File: src/hw/mdc_consts.svh
// Offsets, field positions, reset values and counts for the config bank
`ifndef MDC_CONSTS_SVH
`define MDC_CONSTS_SVH

// -----------------------------------------------------------------
// Register offsets
// -----------------------------------------------------------------
`define MDC_OFS_DUTY_STATUS 4'h6
`define MDC_OFS_FAULT_CTRL 4'h9
`define MDC_OFS_BLANK_LOW 4'hA
`define MDC_OFS_BLANK_HIGH 4'hB
`define MDC_OFS_MODE_TIMING 4'hC
`define MDC_OFS_REPORT_CFG 4'hD

// -----------------------------------------------------------------
// Reset values
// -----------------------------------------------------------------
`define MDC_RST_FAULT_CTRL 8'h60
`define MDC_RST_BLANK_LOW 8'h00
`define MDC_RST_BLANK_HIGH 8'h00
`define MDC_RST_MODE_TIMING 8'h63
`define MDC_RST_REPORT_CFG 8'h38

// -----------------------------------------------------------------
// Field positions in fault_and_output_control
// -----------------------------------------------------------------
`define MDC_BIT_OUT_EN 7
`define MDC_BIT_OVP_EN 6
`define MDC_BIT_STALL_EN 5
`define MDC_BIT_VOLTAGE_SENSE_FILTER_SELECT 4
`define MDC_BIT_CNT_CLR 2
`define MDC_BIT_FLT_CLR 1
`define MDC_BIT_DUTY_SEL 0
// Writable bits; bit 3 and the command bits are not stored
`define MDC_FAULT_CTRL_STORE 8'hF1
`define MDC_CMD_NUM 2
`define MDC_CMD_CNT 0
`define MDC_CMD_FLT 1

// -----------------------------------------------------------------
// Report setting field and misc constants
// -----------------------------------------------------------------
`define MDC_REP_HI 7
`define MDC_REP_LO 6
`define MDC_REP_PIN_ON_COUNT 2'b10
`define MDC_DUTY_W 6
`define MDC_BLANK_ZERO 16'h0000
`define MDC_BLANK_ONE 16'h0001
`define MDC_BYTE_ZERO 8'h00

`endif

File: src/hw/mdc_pkg.sv
// Types shared by the motor driver config bank
package mdc_pkg;

    // Inrush blanking sequencer, one-hot
    typedef enum logic [2:0]
    {
        MDC_IDLE = 3'b001,
        MDC_BLANK = 3'b010,
        MDC_WATCH = 3'b100
    } mdc_blank_state_t;

endpackage

File: src/hw/mdc_cmd_pulse.sv
// Self-clearing command bits turned into one-cycle pulses
`timescale 1ns/1ps

module mdc_cmd_pulse #(
    parameter int N = 2
) (
    clk,
    rst,
    wrHit,
    wrBits,
    pulse_q
);
    input wire logic clk;
    input wire logic rst;
    input wire logic wrHit;
    input wire logic [N-1:0] wrBits;
    output logic [N-1:0] pulse_q;

    // Each command bit acts once, then reads back as zero
    genvar i;
    generate
        for (i = 0; i < N; i = i + 1)
        begin : gCmd
            always_ff @(posedge clk)
            begin
                if (rst)
                    pulse_q[i] <= 1'b0;
                else
                    pulse_q[i] <= wrHit & wrBits[i];
            end
        end
    endgenerate
endmodule

File: src/hw/mdc_config_regs.sv
// Configuration and duty status registers of the motor driver
`timescale 1ns/1ps
`include "mdc_consts.svh"

// What this block does
// - Six-bit read-only internal duty status field
// - Duty code linear, zero to full scale
// - Config bank at offsets nine to thirteen
// - Output enable low keeps bridge off
// - Overvoltage enable resets high, clearable
// - Stall enable resets high, zero disables
// - Voltage sense filter select steers regulation
// - Counter clear resets counter and flag
// - Counter clear releases pin in report mode
// - Fault clear clears all latched faults
// - External duty drives bridge when selected and speed regulation is inactive
// - Low byte of inrush blanking time
// - High byte of inrush blanking time
// - Count flag latches above threshold
module mdc_config_regs (
    clk,
    rst,
    regWrEn,
    regRdEn,
    regAddr,
    regWrData,
    regRdData_q,
    internalDuty,
    hostDutyValue,
    speedRegActive,
    voltRegActive,
    rippleCountValue,
    rippleThreshold,
    faultActive,
    motorStart,
    bridgeOutEnable_q,
    bridgeDuty_q,
    overvoltageProtectEnable_q,
    stallDetectEnable_q,
    stallDetectArmed_q,
    voltageSenseFilterSelect_q,
    counterClearCommand_q,
    faultClearCommand_q,
    countReachedFlag_q,
    modeTiming_q,
    reportConfig_q,
    faultPinNOut_q,
    faultPinNOe_q
);
    input wire logic clk;
    input wire logic rst;
    input wire logic regWrEn;
    input wire logic regRdEn;
    input wire logic [3:0] regAddr;
    input wire logic [7:0] regWrData;
    output logic [7:0] regRdData_q;
    input wire logic [5:0] internalDuty;
    input wire logic [5:0] hostDutyValue;
    input wire logic speedRegActive;
    input wire logic voltRegActive;
    input wire logic [15:0] rippleCountValue;
    input wire logic [15:0] rippleThreshold;
    input wire logic faultActive;
    input wire logic motorStart;
    output logic bridgeOutEnable_q;
    output logic [5:0] bridgeDuty_q;
    output logic overvoltageProtectEnable_q;
    output logic stallDetectEnable_q;
    output logic stallDetectArmed_q;
    output logic voltageSenseFilterSelect_q;
    output logic counterClearCommand_q;
    output logic faultClearCommand_q;
    output logic countReachedFlag_q;
    output logic [7:0] modeTiming_q;
    output logic [7:0] reportConfig_q;
    output logic faultPinNOut_q;
    output logic faultPinNOe_q;

    // -----------------------------------------------------------------
    // Register storage
    // -----------------------------------------------------------------
    logic [7:0] faultCtrl_q;
    logic [7:0] blankLow_q;
    logic [7:0] blankHigh_q;
    logic [15:0] blankCnt_q;
    logic [1:0] cmdPulse;
    logic wrFaultCtrl;
    logic countPin_q;
    logic [1:0] rippleReportSetting;
    logic [15:0] inrushBlankTime;
    mdc_pkg::mdc_blank_state_t blankState_q;

    // Write decode; unlisted offsets fall through and are ignored
    assign wrFaultCtrl = regWrEn & (regAddr == `MDC_OFS_FAULT_CTRL);
    assign rippleReportSetting = reportConfig_q[`MDC_REP_HI:`MDC_REP_LO];
    assign inrushBlankTime = {blankHigh_q, blankLow_q};

    // Bank write port, reset to documented defaults
    // five byte registers at 9h..Dh
    always_ff @(posedge clk)
    begin
        if (rst)
        begin
            // overvoltage and stall enables reset high
            faultCtrl_q <= `MDC_RST_FAULT_CTRL;
            blankLow_q <= `MDC_RST_BLANK_LOW;
            blankHigh_q <= `MDC_RST_BLANK_HIGH;
            modeTiming_q <= `MDC_RST_MODE_TIMING;
            reportConfig_q <= `MDC_RST_REPORT_CFG;
        end
        else if (regWrEn)
        begin
            unique case (regAddr)
                // reserved and command bits not stored
                `MDC_OFS_FAULT_CTRL:
                    faultCtrl_q <= regWrData & `MDC_FAULT_CTRL_STORE;
                `MDC_OFS_BLANK_LOW:
                    blankLow_q <= regWrData;
                `MDC_OFS_BLANK_HIGH:
                    blankHigh_q <= regWrData;
                `MDC_OFS_MODE_TIMING:
                    modeTiming_q <= regWrData;
                `MDC_OFS_REPORT_CFG:
                    reportConfig_q <= regWrData;
                default:
                    faultCtrl_q <= faultCtrl_q;
            endcase
        end
    end

    // -----------------------------------------------------------------
    // Command pulses
    // -----------------------------------------------------------------
    mdc_cmd_pulse #(
        .N(`MDC_CMD_NUM)
    ) uCmd (
        .clk(clk),
        .rst(rst),
        .wrHit(wrFaultCtrl),
        .wrBits({regWrData[`MDC_BIT_FLT_CLR], regWrData[`MDC_BIT_CNT_CLR]}),
        .pulse_q(cmdPulse)
    );

    // Pulses retimed so outputs come straight from flops; adds one cycle
    always_ff @(posedge clk)
    begin
        if (rst)
        begin
            counterClearCommand_q <= 1'b0;
            faultClearCommand_q <= 1'b0;
        end
        else
        begin
            counterClearCommand_q <= cmdPulse[`MDC_CMD_CNT];
            faultClearCommand_q <= cmdPulse[`MDC_CMD_FLT];
        end
    end

    // -----------------------------------------------------------------
    // Count-reached flag and fault pin
    // -----------------------------------------------------------------
    // Set wins over clear so a crossing in the clear cycle is kept
    // latch when count exceeds threshold
    always_ff @(posedge clk)
    begin
        if (rst)
            countReachedFlag_q <= 1'b0;
        else if (rippleCountValue > rippleThreshold)
            countReachedFlag_q <= 1'b1;
        else if (cmdPulse[`MDC_CMD_CNT])
            countReachedFlag_q <= 1'b0;
    end

    // Pin hold for count reports; set wins over release
    // release pin only in report mode 10b
    always_ff @(posedge clk)
    begin
        if (rst)
            countPin_q <= 1'b0;
        else if ((rippleReportSetting == `MDC_REP_PIN_ON_COUNT) &&
                 (rippleCountValue > rippleThreshold))
            countPin_q <= 1'b1;
        else if (cmdPulse[`MDC_CMD_CNT] &&
                 (rippleReportSetting == `MDC_REP_PIN_ON_COUNT))
            countPin_q <= 1'b0;
    end

    // Open-drain: only ever pulls low, never drives high
    always_ff @(posedge clk)
    begin
        if (rst)
        begin
            faultPinNOut_q <= 1'b0;
            faultPinNOe_q <= 1'b0;
        end
        else
        begin
            faultPinNOut_q <= 1'b0;
            faultPinNOe_q <= faultActive | countPin_q;
        end
    end

    // -----------------------------------------------------------------
    // Bridge control outputs
    // -----------------------------------------------------------------
    always_ff @(posedge clk)
    begin
        if (rst)
        begin
            bridgeOutEnable_q <= 1'b0;
            overvoltageProtectEnable_q <= 1'b1;
            stallDetectEnable_q <= 1'b1;
            voltageSenseFilterSelect_q <= 1'b0;
        end
        else
        begin
            // outputs off until enable bit set
            bridgeOutEnable_q <= faultCtrl_q[`MDC_BIT_OUT_EN];
            overvoltageProtectEnable_q <= faultCtrl_q[`MDC_BIT_OVP_EN];
            stallDetectEnable_q <= faultCtrl_q[`MDC_BIT_STALL_EN];
            // zero analog filter, one digital product
            voltageSenseFilterSelect_q <= faultCtrl_q[`MDC_BIT_VOLTAGE_SENSE_FILTER_SELECT];
        end
    end

    // Duty source; host duty only when unregulated and selected
    always_ff @(posedge clk)
    begin
        if (rst)
            bridgeDuty_q <= {`MDC_DUTY_W{1'b0}};
        else if (!speedRegActive && faultCtrl_q[`MDC_BIT_DUTY_SEL])
            bridgeDuty_q <= hostDutyValue;
        else
            bridgeDuty_q <= internalDuty;
    end

    // -----------------------------------------------------------------
    // Inrush blanking sequencer
    // -----------------------------------------------------------------
    // Counts clock cycles; a zero time still spends one cycle in blanking.
    // Disabling stall detection drops back to idle.
    // ignore stall during inrush window
    always_ff @(posedge clk)
    begin
        if (rst)
        begin
            blankState_q <= mdc_pkg::MDC_IDLE;
            blankCnt_q <= `MDC_BLANK_ZERO;
        end
        else if (!stallDetectEnable_q)
        begin
            blankState_q <= mdc_pkg::MDC_IDLE;
            blankCnt_q <= `MDC_BLANK_ZERO;
        end
        else if (motorStart)
        begin
            blankState_q <= mdc_pkg::MDC_BLANK;
            blankCnt_q <= inrushBlankTime;
        end
        else
        begin
            unique case (blankState_q)
                mdc_pkg::MDC_IDLE:
                    blankCnt_q <= `MDC_BLANK_ZERO;
                mdc_pkg::MDC_BLANK:
                    if (blankCnt_q == `MDC_BLANK_ZERO)
                        blankState_q <= mdc_pkg::MDC_WATCH;
                    else
                        blankCnt_q <= blankCnt_q - `MDC_BLANK_ONE;
                mdc_pkg::MDC_WATCH:
                    blankCnt_q <= `MDC_BLANK_ZERO;
            endcase
        end
    end

    // Detector armed only after the blanking window
    always_ff @(posedge clk)
    begin
        if (rst)
            stallDetectArmed_q <= 1'b0;
        else
            stallDetectArmed_q <= stallDetectEnable_q &&
                                  (blankState_q == mdc_pkg::MDC_WATCH);
    end

    // -----------------------------------------------------------------
    // Read port
    // -----------------------------------------------------------------
    // Registered read, data one cycle after the strobe
    always_ff @(posedge clk)
    begin
        if (rst)
            regRdData_q <= `MDC_BYTE_ZERO;
        else if (regRdEn)
        begin
            unique case (regAddr)
                `MDC_OFS_DUTY_STATUS:
                    regRdData_q <= {2'b00, internalDuty};
                `MDC_OFS_FAULT_CTRL:
                    regRdData_q <= faultCtrl_q;
                `MDC_OFS_BLANK_LOW:
                    regRdData_q <= blankLow_q;
                `MDC_OFS_BLANK_HIGH:
                    regRdData_q <= blankHigh_q;
                `MDC_OFS_MODE_TIMING:
                    regRdData_q <= modeTiming_q;
                `MDC_OFS_REPORT_CFG:
                    regRdData_q <= reportConfig_q;
                default:
                    regRdData_q <= `MDC_BYTE_ZERO;
            endcase
        end
    end
endmodule

File: config.mk
export PLATFORM = sky130hd
export DESIGN_NAME = mdc_config_regs
export DESIGN_NICKNAME = d
export VERILOG_FILES = /design/src/hw/mdc_pkg.sv /design/src/hw/mdc_cmd_pulse.sv /design/src/hw/mdc_config_regs.sv
export VERILOG_INCLUDE_DIRS = /design/src /design/src/hw
export SDC_FILE = /design/constraint.sdc
export NUM_CORES = 1
export LEC_CHECK = 0
export BUFFER_PORTS_ARGS = -buffer_cell sky130_fd_sc_hd__buf_4
export CORE_MARGIN = 1
export CORE_UTILIZATION = 47
export DETAILED_ROUTE_END_ITERATION = 16
export GPL_ROUTABILITY_DRIVEN = 0
export PLACE_DENSITY_LB_ADDON = 0.3
export SYNTH_ARGS = -nofsm -noshare
export SYNTH_HDL_FRONTEND = slang
export SYNTH_SLANG_ARGS = --single-unit
File: constraint.sdc
create_clock -name clk -period 2.4 [get_ports clk]
set_input_delay 0.48 -clock clk [delete_from_list [all_inputs] [get_ports clk]]
set_output_delay 0.48 -clock clk [all_outputs]
set_load 0.02 [all_outputs]
After elaboration in Yosys (flattened, before gate mapping) --
Index checks and enable logic that the tools add are counted.
Word-level totals: register bits 82, latch bits 0, memory bits (writable) 0, ROM bits 0, input bits 64, output and inout port bits 40, word-level logic and storage cells 72, memories 0
Cells by class: add/sub/neg operators 1, multiply operators 0, divide/modulo/power cells 0, magnitude comparators 1, equality and inequality tests 11, shift-type cells 0, mux-type cells 12, bitwise gates (word level) 5, reduce and logical (&&, ||, !) cells 20
Operator list (number):
- 8-bit case mux with 6 select lines | 1
- 16-bit 2-to-1 mux | 2
- 16-bit case mux with 2 select lines | 1
- 4-bit equality test, second input constant | 5
- 16-bit > comparator | 1
- 16-bit zero test | 1
- 16-bit by 1-bit subtractor with 16-bit output, second input constant | 1
- 2-bit AND reduction | 7
- 2-bit nonzero test | 4
- 2-bit 2-to-1 mux | 3
- 6-bit 2-to-1 mux | 1
- 4-bit by 3-bit equality test with 1-bit output, second input constant | 1
- 1-bit logical AND | 4
- 1-bit 2-to-1 mux | 4
- 2-bit OR reduction | 2
- 1-bit AND | 3
- 3-bit by 1-bit equality test with 1-bit output, second input constant | 1
- 3-bit by 2-bit equality test with 1-bit output, second input constant | 1
- 3-bit equality test, second input constant | 1
- 3-bit != test, second input constant | 1
- 3-bit OR reduction | 1
- 2-bit equality test, second input constant | 1
- 1-bit zero test | 1
- 1-bit inverter | 1
- 1-bit OR | 1

Longest topological paths before layout --
depth in word-level cells 4, depth in mapped cells 7, mapped depth without buffers 7

Hierarchy --
A second synthesis with hierarchy kept.
Unflattened totals: cell total of the unflattened synthesis 461, area total of the unflattened synthesis 3902.5 µm²
By module, submodules not included:
- mdc_config_regs | instances 1, cells each 457, area an instance 3844.9 µm², seq. area each 1601.5 µm²
- mdc_cmd_pulse | instances 1, cells each 4, area an instance 57.6 µm², seq. area each 40.0 µm²

Worst setup path before layout --
No wires, ideal clock.
path type register to register, start reg blankCnt_q[9], end reg blankState_q[1], arrival 2.155 ns, required time 2.272 ns, setup slack 0.117 ns, stages on the path, launching flop included 6, path buffers 0, clock period less this slack 2.283 ns, path through dfxtp_1 or4_4 or4_4 or4_4 a21oi_2 nor2_1
Between the ends: word-level cells in the longest chain between the ends 3
RTL lines:
- start: declaration | line mdc_config_regs.sv:85 | logic [15:0] blankCnt_q;
- start signal: assignment | line mdc_config_regs.sv:248 | blankCnt_q <= `MDC_BLANK_ZERO;
- start signal: assignment | line mdc_config_regs.sv:253 | blankCnt_q <= `MDC_BLANK_ZERO;
- start signal: assignment | line mdc_config_regs.sv:258 | blankCnt_q <= inrushBlankTime;
- 16-bit zero test (no line)
- 2-bit nonzero test (no line)
- 2-bit AND reduction (no line)
- end signal: assignment | line mdc_config_regs.sv:247 | blankState_q <= mdc_pkg::MDC_IDLE;
- end signal: assignment | line mdc_config_regs.sv:252 | blankState_q <= mdc_pkg::MDC_IDLE;
- end signal: assignment | line mdc_config_regs.sv:257 | blankState_q <= mdc_pkg::MDC_BLANK;
- end: declaration | line mdc_config_regs.sv:91 | mdc_pkg::mdc_blank_state_t blankState_q;
No other way between the ends. A chain may end at the register's enable or synchronous reset.

Final worst setup path --
start reg blankCnt_q[9], end reg blankCnt_q[6]
Between the ends: word-level cells in the longest chain between the ends 2
RTL lines:
- 16-bit zero test (no line)
- 3-bit != test (no line)
No other way between the ends.

==> qor.yml <==
synth:
  ys_dominant_reg_cell: "dfxtp_1"
  synth_seq_cells: 82
  syn_nets: 537
  ys_types: 53
  synth-seq-area-share_pct: 42.4
  yosys_warnings: 0
  synthCells: 455
  netlist_area_um2: 3870
  synth_area_per_cell_um2: 8.51
  async_flop_share_pct: 0
  synth_edf_count: 0
clock_tree:
  tritoncts: "yes"
  cts-htree-levels: 3
  cts_hold_buf: 0
  cts_resized: 0
  cts_setup_buffers: 0
  clock_latency_ns: 0.36
  cts-root-buf: "clkbuf_8"
  cts_buffers: 9
  clk_path_buf_depth: 2
  clk_pin_slew_worst_paths_ns: 0.09
  clock-sinks: 82
sta:
  max_slew_margin_pct: 52.7
  slew_violations: 0
  finalSetupViolCount: 0
  period_share_pct: 98.5
  rsz0062_at_grt: "true"
  fin_skew_ns: 0.0105
  whs_ns: 0.323
  fmax_mhz: 423
  hold_viol_final: 0
  layout_setup_ws_ns: 0.0365
  period_minus_slack_ns: 2.36
  worst_slew_pin_slew_ns: 0.709
critical_path:
  crit_path_start_kind: "register"
  cp.required_ns: 2.65
  cp-end-kind: "register"
  path_class: "reg2reg"
  crit_fanout: 6
  cp.arrival_ns: 2.61
global_route:
  grt_overflow: 0
  grt_usage_pct: 25.3
  grt_pass1_wl_um: 17000
  met1_usage_pct: 34.6
  grt_pass1_vias: 3395
  grt_max_degree: 43
  use_met2_pct: 40.2
  grt_util_met3_pct: 5.09
  grt.busiest_layer: "met2"
  antenna_found_initial: 0
cells_and_area:
  synthToLayoutAreaGrowth_pct: 25.9
  fin_cells: 652
  fillCellCount: 687
  fin_util_pct: 62.1
  insertedDiodeCount: 0
  layout-drive-gt1-share_pct: 25.3
  layout.nets: 629
die:
  die_x_um: 92.7
  dieArea_um2: 8600
  start_util_pct: 49.3
  io_pins: 104
  die_h_um: 92.7
  rows: 32
  coreArea_um2: 7850
power_and_ir_drop:
  p_leak_nw: 2.08
  switchingPower_uw: 843
  pwr-share-comb_pct: 20.3
  clkPwrFrac_pct: 29.7
  p_sw_share_pct: 29.1
  p_seq_share_pct: 50.0
  ir_drop_mv: 0.326
  powerDensity_nw_per_um2: 594
  p_int_mw: 2.05
route:
  ant_nets: 0
  wl_per_cell_um: 16.2
  firstDrtPassIters: 5
  num_vias: 3685
  drt_wl_total_um: 10600
  drt_iter0_markers: 363
  drc: 0
  viasPerCell: 5.65
place:
  dp.cells: 638
  dp_hpwl_um: 7860
  port-buffer-count: 101
  dp_slack_ns: 0.0312
job:
  drv_cap: 0
status:
  outcome: "completed"
worst_hold_path:
  hold_class: "in2reg"
## metal layers
layer	vias to the layer above	wire, um
li1	1814	-
met1	1694	4690
met2	169	4910
met3	8	847
met4	0	104
met5	-	0
## worst max-delay path: stages, from the launching register on
cell	delay [ns]
dfxtp_1	0.36
or4_4	0.57
or4_4	0.60
nor4_4	0.40
o21ai_1	0.13
a22o_1	0.19
## cells by family after synthesis
| logic type | after synthesis | share of synthesized area, % |
|---|---|---|
| DFF | 82 | 42.4 |
| and+or+nand+nor | 187 | 24.8 |
| AOI/OAI and AO/OA | 102 | 18.2 |
| other | 1 | 0.0969 |
| muxes | 6 | 1.55 |
| xor gates and xnor gates | 10 | 2.26 |
| adders and majority gates | 18 | 5.82 |
| buffers and inverters | 49 | 4.85 |
## synthesized netlist by cell type, types with 2 or more instances
cell | n | share of area (%)
nand3_1 | 50 | 6.5
or2_2 | 8 | 1.3
nor4_1 | 4 | 0.65
nor2b_1 | 9 | 1.5
dfxtp_1 | 82 | 42
ha_1 | 18 | 5.8
nand2_1 | 59 | 5.7
nor2_1 | 21 | 2.0
or4_4 | 3 | 0.87
buf_1 | 3 | 0.29
a22oi_1 | 8 | 1.6
nor3_1 | 5 | 0.65
xnor2_1 | 10 | 2.3
nand4_1 | 3 | 0.49
mux2i_1 | 6 | 1.6
o21ai_0 | 4 | 0.52
a21o_1 | 4 | 0.78
o21ai_1 | 9 | 1.2
a22o_1 | 13 | 2.9
or4_1 | 3 | 0.58
a222oi_1 | 5 | 1.3
inv_1 | 21 | 2.0
a311oi_1 | 3 | 0.68
a2bb2oi_1 | 3 | 0.68
a31oi_1 | 2 | 0.32
nor4bb_1 | 2 | 0.52
a21oi_1 | 38 | 4.9
clkbuf_1 | 24 | 2.3
a221oi_1 | 3 | 0.68
and3_1 | 2 | 0.32
or3_1 | 6 | 0.97
nor3b_1 | 3 | 0.58
## layout make-up
cell class	count	area [um^2]	area share (%)
clock buffers	9	124	2.54
inverters	21	78.8	1.62
flip-flops and latches	82	1640	33.7
repair buffers	109	818	16.8
multi-input cells	324	2050	42.0
well taps	102	128	2.62
clock inverters	5	33.8	0.694
## sequential cells by signal, summed over array words and instances (netlist names), 2 cells and up
name and flops:
blankCnt_q 16, bridgeDuty_q 6, faultCtrl_q 5, modeTiming_q 8, blankState_q 3, blankLow_q 8
regRdData_q 8, reportConfig_q 8, uCmd.pulse_q 2, blankHigh_q 8
## final timing paths
check | slack (ns) | to | depth (start not counted) | start
worst max-delay path | 0.04 | blankCnt_q[6] | 5 | blankCnt_q[9]
worst max register to register | 0.04 | blankCnt_q[6] | 5 | blankCnt_q[9]
worst min register to register | 0.46 | faultClearCommand_q | 1 | uCmd.pulse_q[1]
worst min-delay path | 0.32 | faultPinNOe_q | 3 | faultActive
## per-stage QoR
step | TNS (ns) | cell area, um^2 | power (mW)
floorplan | 0 | 3870 | 1.85
global placement | 0 | 4710 | 2.04
detailed placement | 0 | 4710 | 2.06
CTS | 0 | 4870 | 2.89
global route | -0.00219 | 4870 | 3.03
finish | 0 | 4870 | 2.90
## power by group through the flow
| stage | Combinational (mW) | Sequential [mW] | Clock, mW |
|---|---|---|---|
| after floorplan | 0.356 | 1.49 | 0 |
| after global placement | 0.568 | 1.48 | 0 |
| after detailed placement | 0.581 | 1.48 | 0 |
| after CTS | 0.585 | 1.45 | 0.861 |
| after global routing | 0.643 | 1.45 | 0.931 |
| final | 0.588 | 1.45 | 0.861 |
## placed cells by master (no fill, tap or decap), types with 6 or more instances in the layout
master	n
a21oi_1	38
a22o_1	13
a22oi_1	8
buf_4	109
clkbuf_8	9
dfxtp_1	82
ha_1	18
inv_1	21
mux2i_1	6
nand2_1	59
nand3_1	50
nor2_1	21
nor2b_1	9
o21ai_1	9
or2_2	8
or3_1	6
xnor2_1	10
Power figures use the tool's default switching activity.
